--- src/hdl/row_irq_defines.svh ---
// constants for the row clock and interrupt flag block
`ifndef ROW_IRQ_DEFINES_SVH
`define ROW_IRQ_DEFINES_SVH
`define CLK_PERIOD_NS 10
`define EIGHTH_NS 15625
`define ROW_HIGH_NS 175000000
`define ROW_LOW_NS 25000000
`define CUE_HIGH_NS 109370
`define CUE_LOW_NS 15630
`define ROW_SEG_EIGHTHS ((`ROW_LOW_NS + `EIGHTH_NS / 2) / `EIGHTH_NS)
`define CUE_SEG_EIGHTHS ((`CUE_LOW_NS + `EIGHTH_NS / 2) / `EIGHTH_NS)
`define HIGH_SEGS ((`ROW_HIGH_NS + `ROW_LOW_NS / 2) / `ROW_LOW_NS)
`define RATE_DIV_RESET (`EIGHTH_NS / `CLK_PERIOD_NS)
`define ROW_LAST 11'h7FF
`define START_ROW_RESET 11'h000
`define MASK_RESET 3'h0
`define ADDR_RATE_DIV 12'h000
`define ADDR_START_ROW 12'h004
`define ADDR_STATUS 12'h008
`define ADDR_MASK 12'h00C
`define ADDR_STATE 12'h010
`define EV_MEM_END 0
`define EV_MSG_END 1
`define EV_ROW_END 2
`define SY_SS 0
`define SY_SCLK 1
`define SY_MOSI 2
`define SY_RAC 3
`define SY_INT 4
`define SYNC_RESET 5'h19
`define OPC_STOP 8'h01
`define OPC_PLAY 8'h02
`define OPC_REC 8'h03
`define OPC_CUE 8'h04
`define OPC_READ_IRQ 8'h05
`endif

--- src/hdl/row_irq_pkg.sv ---
// types for the row clock and interrupt flag block
package row_irq_pkg;
  typedef enum logic [3:0] {
    OP_IDLE = 4'h1,
    OP_PLAY = 4'h2,
    OP_REC  = 4'h4,
    OP_CUE  = 4'h8
  } op_type;
  typedef enum logic [3:0] {
    T_IDLE = 4'h1,
    T_PRE  = 4'h2,
    T_HIGH = 4'h4,
    T_LOW  = 4'h8
  } tstate_type;
  typedef struct packed {
    tstate_type  state;
    logic [15:0] div_cnt;
    logic [10:0] seg_cnt;
    logic [2:0]  pos;
    logic [2:0]  seg_pos;
    logic        seg_end;
    logic        row_end;
    logic        cue;
  } timer_state_type;
endpackage

--- src/hdl/row_timer_if.sv ---
// control and event signals between the flag logic and the row timer
`timescale 1ns/1ps
interface row_timer_if;
  logic        start;
  logic        stop;
  logic        record;
  logic        cue;
  logic [15:0] rate_div;
  logic        low_phase;
  logic        seg_end;
  logic        row_end;
  logic [2:0]  seg_pos;
  modport ctrl (output start, stop, record, cue, rate_div,
                input low_phase, seg_end, row_end, seg_pos);
  modport timer (input start, stop, record, cue, rate_div,
                 output low_phase, seg_end, row_end, seg_pos);
endinterface

--- src/hdl/row_clock_and_interrupt_flags.sv ---
// row clock output, end flags, interrupt pin, serial command port, apb registers
// Functional notes
// - Each memory row traversed emits one row clock period, 200 ms at 8 kHz.
// - Normally the row clock is high 175 ms then low 25 ms at the end of the row.
// - In cueing mode the row clock is high 109.37 us and low 15.63 us per row.
// - A record start keeps the row clock high one extra low-phase length first.
// - The row clock pin is open drain: pulled low or released.
// - The interrupt pin is open drain: pulled low when pending, else released.
// - Memory end or message end pulls the interrupt pin low until cleared.
// - Every operation ending on message end or memory end raises an interrupt.
// - A pending interrupt clears when the host starts the next serial transaction.
// - The interrupt status is shifted out to the host in every serial transaction, whatever the opcode.
// - Finishing the last memory row in record or playback sets the memory end flag.
// - The message end flag is set only in playback on a stored marker, never in record.
// - A row holds eight marker positions and detection resolves to one of them.
// - Serial input is sampled on rising clock edges, output shifted on falling edges.
// - The device answers on the serial port only while select is low.
//
// Design decisions made here: the APB interface to the registers and the register offsets.
`timescale 1ns/1ps
`include "row_irq_defines.svh"
module row_clock_and_interrupt_flags
  import row_irq_pkg::*;
(
  input  wire logic        clk,              // system clock, 100 MHz
  input  wire logic        rst_n,            // synchronous reset, low
  input  wire logic        ce,               // clock enable, freezes all state
  input  wire logic        psel,             // apb select
  input  wire logic        penable,          // apb enable
  input  wire logic        pwrite,           // apb write
  input  wire logic [11:0] paddr,            // apb byte address
  input  wire logic [31:0] pwdata,           // apb write data
  output logic      [31:0] prdata,           // apb read data
  output logic             pready,           // apb ready
  output logic             pslverr,          // apb error, unmapped address
  output logic             irq,              // level interrupt to cpu
  input  wire logic        ss_n,             // serial select, low
  input  wire logic        sclk,             // serial clock
  input  wire logic        mosi,             // serial data in
  output logic             miso_o,           // serial data out
  output logic             miso_oe,          // serial data out enable
  input  wire logic        row_pulse_out_i,  // row clock pin level
  output logic             row_pulse_out_o,  // row clock pin drive value
  output logic             row_pulse_out_oe, // row clock pin pull-down enable
  input  wire logic        irq_pin_i,        // interrupt pin level
  output logic             irq_pin_o,        // interrupt pin drive value
  output logic             irq_pin_oe,       // interrupt pin pull-down enable
  input  wire logic [7:0]  eom_marks,        // marker positions of current row
  output logic      [10:0] array_row         // current memory row
);
  typedef struct packed {
    op_type      op;
    logic [4:0]  sync1;
    logic [4:0]  sync2;
    logic        ss_prev;
    logic        sclk_prev;
    logic [7:0]  shift_in;
    logic [2:0]  bit_cnt;
    logic [7:0]  shift_out;
    logic        miso;
    logic        mem_flag;
    logic        msg_flag;
    logic [2:0]  eom_pos;
    logic [10:0] row_addr;
    logic [10:0] start_row;
    logic [15:0] rate_div;
    logic [2:0]  stat;
    logic [2:0]  mask;
    logic        ack;
    logic [31:0] rdata;
    logic        slverr;
    logic        start;
    logic        stop;
    logic        record;
    logic        cue;
  } main_state_type;

  localparam main_state_type M_RST = '{
    op:        OP_IDLE,
    sync1:     `SYNC_RESET,
    sync2:     `SYNC_RESET,
    ss_prev:   1'b1,
    start_row: `START_ROW_RESET,
    rate_div:  16'(`RATE_DIV_RESET),
    mask:      `MASK_RESET,
    default:   '0
  };

  main_state_type q;
  main_state_type d;
  row_timer_if    tif ();

  logic       ss_fall;
  logic       sclk_rise;
  logic       sclk_fall;
  logic       selected;
  logic       ev_mem;
  logic       ev_msg;
  logic       ev_any;
  logic [7:0] opcode;
  logic [2:0] stat_clr;
  logic       apb_setup;
  logic       apb_done;

  row_timer u_timer (
    .clk   (clk),
    .rst_n (rst_n),
    .ce    (ce),
    .tif   (tif)
  );

  assign tif.start = q.start;
  assign tif.stop = q.stop;
  assign tif.record = q.record;
  assign tif.cue = q.cue;
  assign tif.rate_div = q.rate_div;

  // edges come from the second sync stage only
  assign selected = ~q.sync2[`SY_SS];
  assign ss_fall = q.ss_prev & ~q.sync2[`SY_SS];
  assign sclk_rise = ~q.sclk_prev & q.sync2[`SY_SCLK];
  assign sclk_fall = q.sclk_prev & ~q.sync2[`SY_SCLK];
  assign opcode = {q.shift_in[6:0], q.sync2[`SY_MOSI]};
  assign apb_setup = psel & penable & ~q.ack;
  assign apb_done = psel & penable & q.ack;
  assign ev_any = ev_mem | ev_msg;
  // clear only what the completing read returned, so late events survive
  assign stat_clr = (apb_done & ~pwrite & (paddr == `ADDR_STATUS)) ? q.rdata[2:0] : 3'h0;

  always_comb begin
    d = q;
    d.start = 1'b0;
    d.stop = 1'b0;
    ev_mem = 1'b0;
    ev_msg = 1'b0;
    d.sync1 = {irq_pin_i, row_pulse_out_i, mosi, sclk, ss_n};
    d.sync2 = q.sync1;
    d.ss_prev = q.sync2[`SY_SS];
    d.sclk_prev = q.sync2[`SY_SCLK];

    // operation progress
    if (q.op != OP_IDLE && tif.row_end) begin
      if (q.row_addr == `ROW_LAST) begin
        ev_mem = 1'b1;
      end else begin
        d.row_addr = q.row_addr + 11'h001;
      end
    end
    // marker check is playback only; record never looks
    if ((q.op == OP_PLAY || q.op == OP_CUE) && tif.seg_end
        && eom_marks[tif.seg_pos]) begin
      ev_msg = 1'b1;
      d.eom_pos = tif.seg_pos;
    end
    if (ev_any) begin
      d.op = OP_IDLE;
      d.stop = 1'b1;
    end

    // serial port
    if (ss_fall) begin
      d.shift_out = {6'h00, q.msg_flag, q.mem_flag};
      d.miso = q.mem_flag;
      d.bit_cnt = 3'h0;
      d.mem_flag = 1'b0;
      d.msg_flag = 1'b0;
    end else if (selected && sclk_rise) begin
      d.shift_in = opcode;
      d.bit_cnt = q.bit_cnt + 3'h1;
      if (q.bit_cnt == 3'h7) begin
        case (opcode)
          `OPC_PLAY: begin
            d.op = OP_PLAY;
            d.start = 1'b1;
            d.record = 1'b0;
            d.cue = 1'b0;
            d.row_addr = q.start_row;
          end
          `OPC_REC: begin
            d.op = OP_REC;
            d.start = 1'b1;
            d.record = 1'b1;
            d.cue = 1'b0;
            d.row_addr = q.start_row;
          end
          `OPC_CUE: begin
            d.op = OP_CUE;
            d.start = 1'b1;
            d.record = 1'b0;
            d.cue = 1'b1;
            d.row_addr = q.start_row;
          end
          `OPC_STOP: begin
            d.op = OP_IDLE;
            d.stop = 1'b1;
          end
          default: begin
            d.op = q.op;
          end
        endcase
      end
    end else if (selected && sclk_fall) begin
      d.miso = q.shift_out[1];
      d.shift_out = {1'b0, q.shift_out[7:1]};
    end
    // a set in the same cycle as the clear wins
    if (ev_mem) begin
      d.mem_flag = 1'b1;
    end
    if (ev_msg) begin
      d.msg_flag = 1'b1;
    end

    // cpu interrupt status
    d.stat = (q.stat & ~stat_clr)
           | {tif.row_end && q.op != OP_IDLE, ev_msg, ev_mem};

    // apb: one wait state so read data leaves a flop
    d.ack = apb_setup;
    if (apb_setup) begin
      d.slverr = 1'b0;
      d.rdata = 32'h0000_0000;
      case (paddr)
        `ADDR_RATE_DIV:  d.rdata = {16'h0000, q.rate_div};
        `ADDR_START_ROW: d.rdata = {21'h000000, q.start_row};
        `ADDR_STATUS:    d.rdata = {29'h00000000, q.stat};
        `ADDR_MASK:      d.rdata = {29'h00000000, q.mask};
        `ADDR_STATE:     d.rdata = {5'h00, q.row_addr, 6'h00,
                                    q.sync2[`SY_INT], q.sync2[`SY_RAC],
                                    q.cue, q.record, (q.op != OP_IDLE),
                                    q.eom_pos, q.msg_flag, q.mem_flag};
        default:         d.slverr = 1'b1;
      endcase
    end
    if (apb_done && pwrite) begin
      case (paddr)
        `ADDR_RATE_DIV:  d.rate_div = pwdata[15:0];
        `ADDR_START_ROW: d.start_row = pwdata[10:0];
        `ADDR_MASK:      d.mask = pwdata[2:0];
        default:         d.mask = q.mask;
      endcase
    end
  end

  always_ff @(posedge clk) begin
    if (!rst_n) begin
      q <= M_RST;
    end else if (ce) begin
      q <= d;
    end
  end

  assign prdata = q.rdata;
  assign pready = q.ack;
  assign pslverr = q.ack & q.slverr;
  assign irq = |(q.stat & q.mask);
  assign miso_o = q.miso;
  assign miso_oe = selected;
  // open drain: only ever pull low, the pull-up gives high
  assign row_pulse_out_o = 1'b0;
  // the timer sees a stop one cycle late, so gate with the running state
  assign row_pulse_out_oe = tif.low_phase & (q.op != OP_IDLE);
  assign irq_pin_o = 1'b0;
  assign irq_pin_oe = q.mem_flag | q.msg_flag;
  assign array_row = q.row_addr;
endmodule

--- src/hdl/row_timer.sv ---
// row period generator: eight segments per row, last segment low
`timescale 1ns/1ps
`include "row_irq_defines.svh"
module row_timer
  import row_irq_pkg::*;
(
  input  wire logic   clk,   // system clock
  input  wire logic   rst_n, // synchronous reset, low
  input  wire logic   ce,    // clock enable
  row_timer_if.timer  tif    // control and events
);
  localparam timer_state_type T_RST = '{state: T_IDLE, default: '0};
  timer_state_type q;
  timer_state_type d;
  logic        tick;
  logic [10:0] seg_len;

  // one segment is an eighth of a row, so the rate divider scales all of it
  assign seg_len = q.cue ? 11'(`CUE_SEG_EIGHTHS) : 11'(`ROW_SEG_EIGHTHS);
  assign tick = ({16'h0000, q.div_cnt} + 32'h1) >= {16'h0000, tif.rate_div};

  always_comb begin
    d = q;
    d.seg_end = 1'b0;
    d.row_end = 1'b0;
    if (tif.stop) begin
      d.state = T_IDLE;
    end else if (tif.start) begin
      // record start holds high one extra low-phase length
      d.state = tif.record ? T_PRE : T_HIGH;
      d.cue = tif.cue;
      d.div_cnt = 16'h0000;
      d.seg_cnt = 11'h000;
      d.pos = 3'h0;
    end else if (q.state != T_IDLE) begin
      d.div_cnt = tick ? 16'h0000 : q.div_cnt + 16'h0001;
      if (tick) begin
        d.seg_cnt = q.seg_cnt + 11'h001;
        if (q.seg_cnt == seg_len - 11'h001) begin
          d.seg_cnt = 11'h000;
          d.seg_pos = q.pos;
          case (q.state)
            T_PRE: begin
              d.state = T_HIGH;
            end
            T_HIGH: begin
              d.seg_end = 1'b1;
              d.pos = q.pos + 3'h1;
              if (q.pos == 3'(`HIGH_SEGS - 1)) begin
                d.state = T_LOW;
              end
            end
            T_LOW: begin
              d.seg_end = 1'b1;
              d.row_end = 1'b1;
              d.pos = 3'h0;
              d.state = T_HIGH;
            end
            default: begin
              d.state = T_IDLE;
            end
          endcase
        end
      end
    end
  end

  always_ff @(posedge clk) begin
    if (!rst_n) begin
      q <= T_RST;
    end else if (ce) begin
      q <= d;
    end
  end

  assign tif.low_phase = (q.state == T_LOW);
  assign tif.seg_end = q.seg_end;
  assign tif.row_end = q.row_end;
  assign tif.seg_pos = q.seg_pos;
endmodule

--- config.mk ---
export PLATFORM = sky130hd
export DESIGN_NAME = row_clock_and_interrupt_flags
export DESIGN_NICKNAME = d
export VERILOG_FILES = /design/src/hdl/row_irq_pkg.sv /design/src/hdl/row_timer_if.sv /design/src/hdl/row_clock_and_interrupt_flags.sv /design/src/hdl/row_timer.sv
export VERILOG_INCLUDE_DIRS = /design/src /design/src/hdl
export SDC_FILE = /design/constraint.sdc
export NUM_CORES = 1
export LEC_CHECK = 0
export ABC_AREA = 1
export BUFFER_PORTS_ARGS = -buffer_cell sky130_fd_sc_hd__buf_2
export CAP_MARGIN = 20
export CELL_PAD_IN_SITES_DETAIL_PLACEMENT = 1
export CELL_PAD_IN_SITES_GLOBAL_PLACEMENT = 1
export CORE_ASPECT_RATIO = 1.1
export CORE_MARGIN = 1.5
export CORE_UTILIZATION = 41
export CTS_CLUSTER_SIZE = 16
export DETAILED_ROUTE_END_ITERATION = 6
export MAX_ROUTING_LAYER = met4
export PLACE_DENSITY_LB_ADDON = 0.1
export REMOVE_ABC_BUFFERS = 1
export SLEW_MARGIN = 20
export SYNTH_ARGS = -nofsm -noshare
export SYNTH_HDL_FRONTEND = slang
export SYNTH_SLANG_ARGS = --single-unit
--- constraint.sdc ---
create_clock -name clk -period 3.82 [get_ports clk]
set_input_delay 0.382 -clock clk [delete_from_list [all_inputs] [get_ports clk]]
set_output_delay 0.382 -clock clk [all_outputs]
set_load 0.03 [all_outputs]
==> results by group <==
Floorplanning
  • Area enclosed by the die boundary: 20700 um2
  • Starting utilization of the core area: 42.1%
  • Site Rows: 53
  • Boundary pin count: 115
  • Die Wd: 137 um
  • Chip Height: 151 um
  • Core region area: 19300 um2

CTS
  • Clock sinks: 150
  • Number of levels in the clock H-tree: 4
  • CTS Buffer Depth: 2
  • Post-CTS Setup Repair Bufs: 0
  • Cts bufs inserted: 17
  • Clock latency reported for the late side of the worst-skew pair: 440 ps
  • TritonCTS clock tree: yes
  • Total of hold buffers inserted after clock tree synthesis: 0
  • Cells resized by post-CTS repair: 0
  • CTS clk-pin slew, worst paths: 70 ps
  • Clock tree root buffer cell: clkbuf_16

Timing
  • Final-report setup violation count: 0
  • Clock period minus worst slack: 3270 ps
  • Peak Freq: 306 MHz
  • Final worst setup slack: 548 ps
  • Final hold vios: 0
  • Worst Skew: 13.3 ps
  • Unrepaired setup endpoints after global routing: no
  • Final sum of negative setup slack: 0 ps
  • Post-route fraction of the period consumed by the critical path: 85.6%
  • Worst rel slew slack: 29.3%
  • Fin. max-slew vios: 0
  • Actual slew at the worst max-slew pin: 1060 ps

Synth
  • Cells after Synth: 1192
  • Number of enable flip-flop cells after synthesis: 0
  • Cell area after synthesis: 8130 um2
  • Synth Flop Type: dfxtp_1
  • Post-synthesis sequential area ratio: 37.0%
  • Number of different library cells in the post-synthesis netlist: 46
  • Most frequently used cell type in the post-synthesis netlist: nand2_1
  • Largest area contributor in the synthesized netlist: dfxtp_1
  • Cell types with the highest counts after synthesis: nand2_1, dfxtp_1, inv_1, a21oi_1, nor2_1
  • Synthesis Warnings: 0
  • Number of register bits inferred by synthesis: 150
  • Syn_area_per_cell: 6.82 um2
  • FFs w/ async S/R, synth: 0%
  • Cell types with the largest area share after synthesis: dfxtp_1, nand2_1, a21oi_1
  • Area share of the largest cell type after synthesis: 37.0%

Finish
  • Final cell count without fillers: 1489
  • Signed area change from the synthesized netlist to the final layout: 11.5%
  • Total Nets Final: 1315
  • Share of cells above drive strength 1: 12.6%
  • Antenna cells: 0

Global route
  • Met2 routing resource usage after global routing: 41.0%
  • First-pass GRT wire length: 38000 um
  • GRT Max-Usage Layer: met2
  • Global routing met1 resource utilization: 30.5%
  • Global-route total usage across every layer: 24.5%
  • Maximum number of pins on one net before global-route repair: 82
  • M3 GR Usage: 4.11%
  • Global route overflow: 0
  • Antenna violations before repair: 0
  • Via count of the first global-routing pass: 7560

Routing
  • Overall via count from detail_route: 7630
  • Starting DRT DRC Count: 276
  • Number of design rule violations left after detail routing: 0
  • Drt via density: 5.12
  • Detail-routed net length per standard cell: 15.6 um
  • Total Wirelength: 23200 um
  • Antenna Violating Nets Remaining: 0
  • 1st-pass router iterations: 5

Setup path
  • Type of element capturing the critical path: flip-flop
  • Buffers and inverters on the worst path: 2
  • CP max stage delay: 450 ps
  • Crit path arrival time: 3640 ps
  • Dominant delay contributor by cell family on the critical path: simple AND/OR/NAND/NOR gates
  • Type of the worst setup path: flip-flop to flip-flop
  • Worst Path Required: 4180 ps
  • Crit path max fanout: 21
  • Critical-path cell list: inv_2 -> nor4_1 -> nand2_1 -> nor2_1 -> xnor2_1 -> inv_1 -> ha_1 -> a21oi_1 -> nand2_1 -> nand2_1 -> nand3_1 -> nor2_4 -> nand2_8 -> nand2_4 -> nand2_4 -> nand2_1 -> nand2_1 -> a21oi_1
  • Most numerous cell on the critical path: nand2_1
  • Slowest stage cell on the critical path: dfxtp_1
  • Category of the worst setup path launch point: flip-flop

Power
  • Peak supply drop: 0.000338 V
  • Total power after layout: 3470 uW
  • Static leakage: 0.00407 uW
  • Power Dens Cells: 383 nW/um2

Placed design
  • Cell count after placement: 1457
  • Count of input and output buffers: 91
  • Dpl hpwl: 16700 um
  • Post-placement setup slack: 510 ps
  • Routability congestion estimate from global placement: 0.822

Hold path
  • Class of the most critical hold timing path: primary input to flip-flop

Status
  • Run status: finished, final reports clean

Job
  • Max capacitance violation total: 0
==> flip-flops by register name, summed over array words and instances, names as in the netlist, 3 cells and up <==
register	count
q	36
u_timer.q	35
prdata	27
tif.rate_div	16
array_row	11
opcode	8
d	7
u_timer.tif.seg_pos	3
==> layer usage <==
| metal | vias to the layer above | part of all wire [%] | wire [um] |
|---|---|---|---|
| li1 | 3882 | - | - |
| met1 | 3614 | 47 | 11000 |
| met2 | 105 | 48 | 11200 |
| met3 | 29 | 2.9 | 675 |
| met4 | 0 | 1.6 | 363 |
| met5 | - | 0 | 0 |
==> path summary, 6_finish.rpt <==
check	startpoint	end	slack, ps	depth (start not counted)
worst min register to register	tif.rate_div[13]	prdata[13]	460	2
worst min-delay path	irq_pin_i	d[113]	150	3
worst max-delay path	u_timer.q[23]	u_timer.q[11]	550	18
worst max register to register	u_timer.q[23]	u_timer.q[11]	550	18
==> area by class of cell <==
type                       instances  area, um2
fill                            2557      10200
multi-input combinational        810       4060
tap                              247        309
clock buffer                      18        439
clock inverter                    14        150
timing repair buffer             102        538
inverter                         148        556
sequential                       150       3000
==> worst min-delay path, delay by kind of cell <==
kind	cells	cell delay (ps)
buffers and inverters	1	70
AND/OR/NAND/NOR	2	110
==> report_power, final <==
group          internal [uW]  switching [uW]
registers               1580            9.79
logic                   47.0             120
clock network            985             729
==> cell families (layout without fill, tap and decap cells) <==
logic type | count (synthesis) | in the layout | synth area share [%]
other cells | 1 | 7 | 0.0462
flops | 150 | 150 | 37.0
compound gates | 237 | 237 | 15.6
simple gates | 516 | 516 | 27.6
fa+ha+maj | 23 | 23 | 3.54
xor+xnor | 27 | 27 | 2.91
buf+inv | 238 | 282 | 13.4
==> per-stage QoR <==
stage / hold slack [ps] / utilization (%) / cell area (um2)
after detailed placement: 446 / 43.9 / 8470
after floorplan: 428 / - / 7610
final: 153 / 46.9 / 9060
after CTS: 143 / 46.9 / 9060
after global routing: 156 / 46.9 / 9060
after global placement: 444 / 43.9 / 8470
==> placed cells by master (no fill, tap or decap), types with 4 or more instances in the layout <==
master     instances
a21oi_1          125
buf_2             91
buf_4             11
clkbuf_16         17
conb_1             7
dfxtp_1          150
ha_1              23
inv_1            145
inv_6              4
nand2_1          260
nand3_1           73
nand4_1           13
nor2_1           123
nor2_4             4
nor3_1            17
nor4_1             4
o211ai_1           7
o21ai_0           79
o221ai_1           7
o22ai_1            4
xnor2_1           11
xor2_1            16
Power figures use the tool's default switching activity.
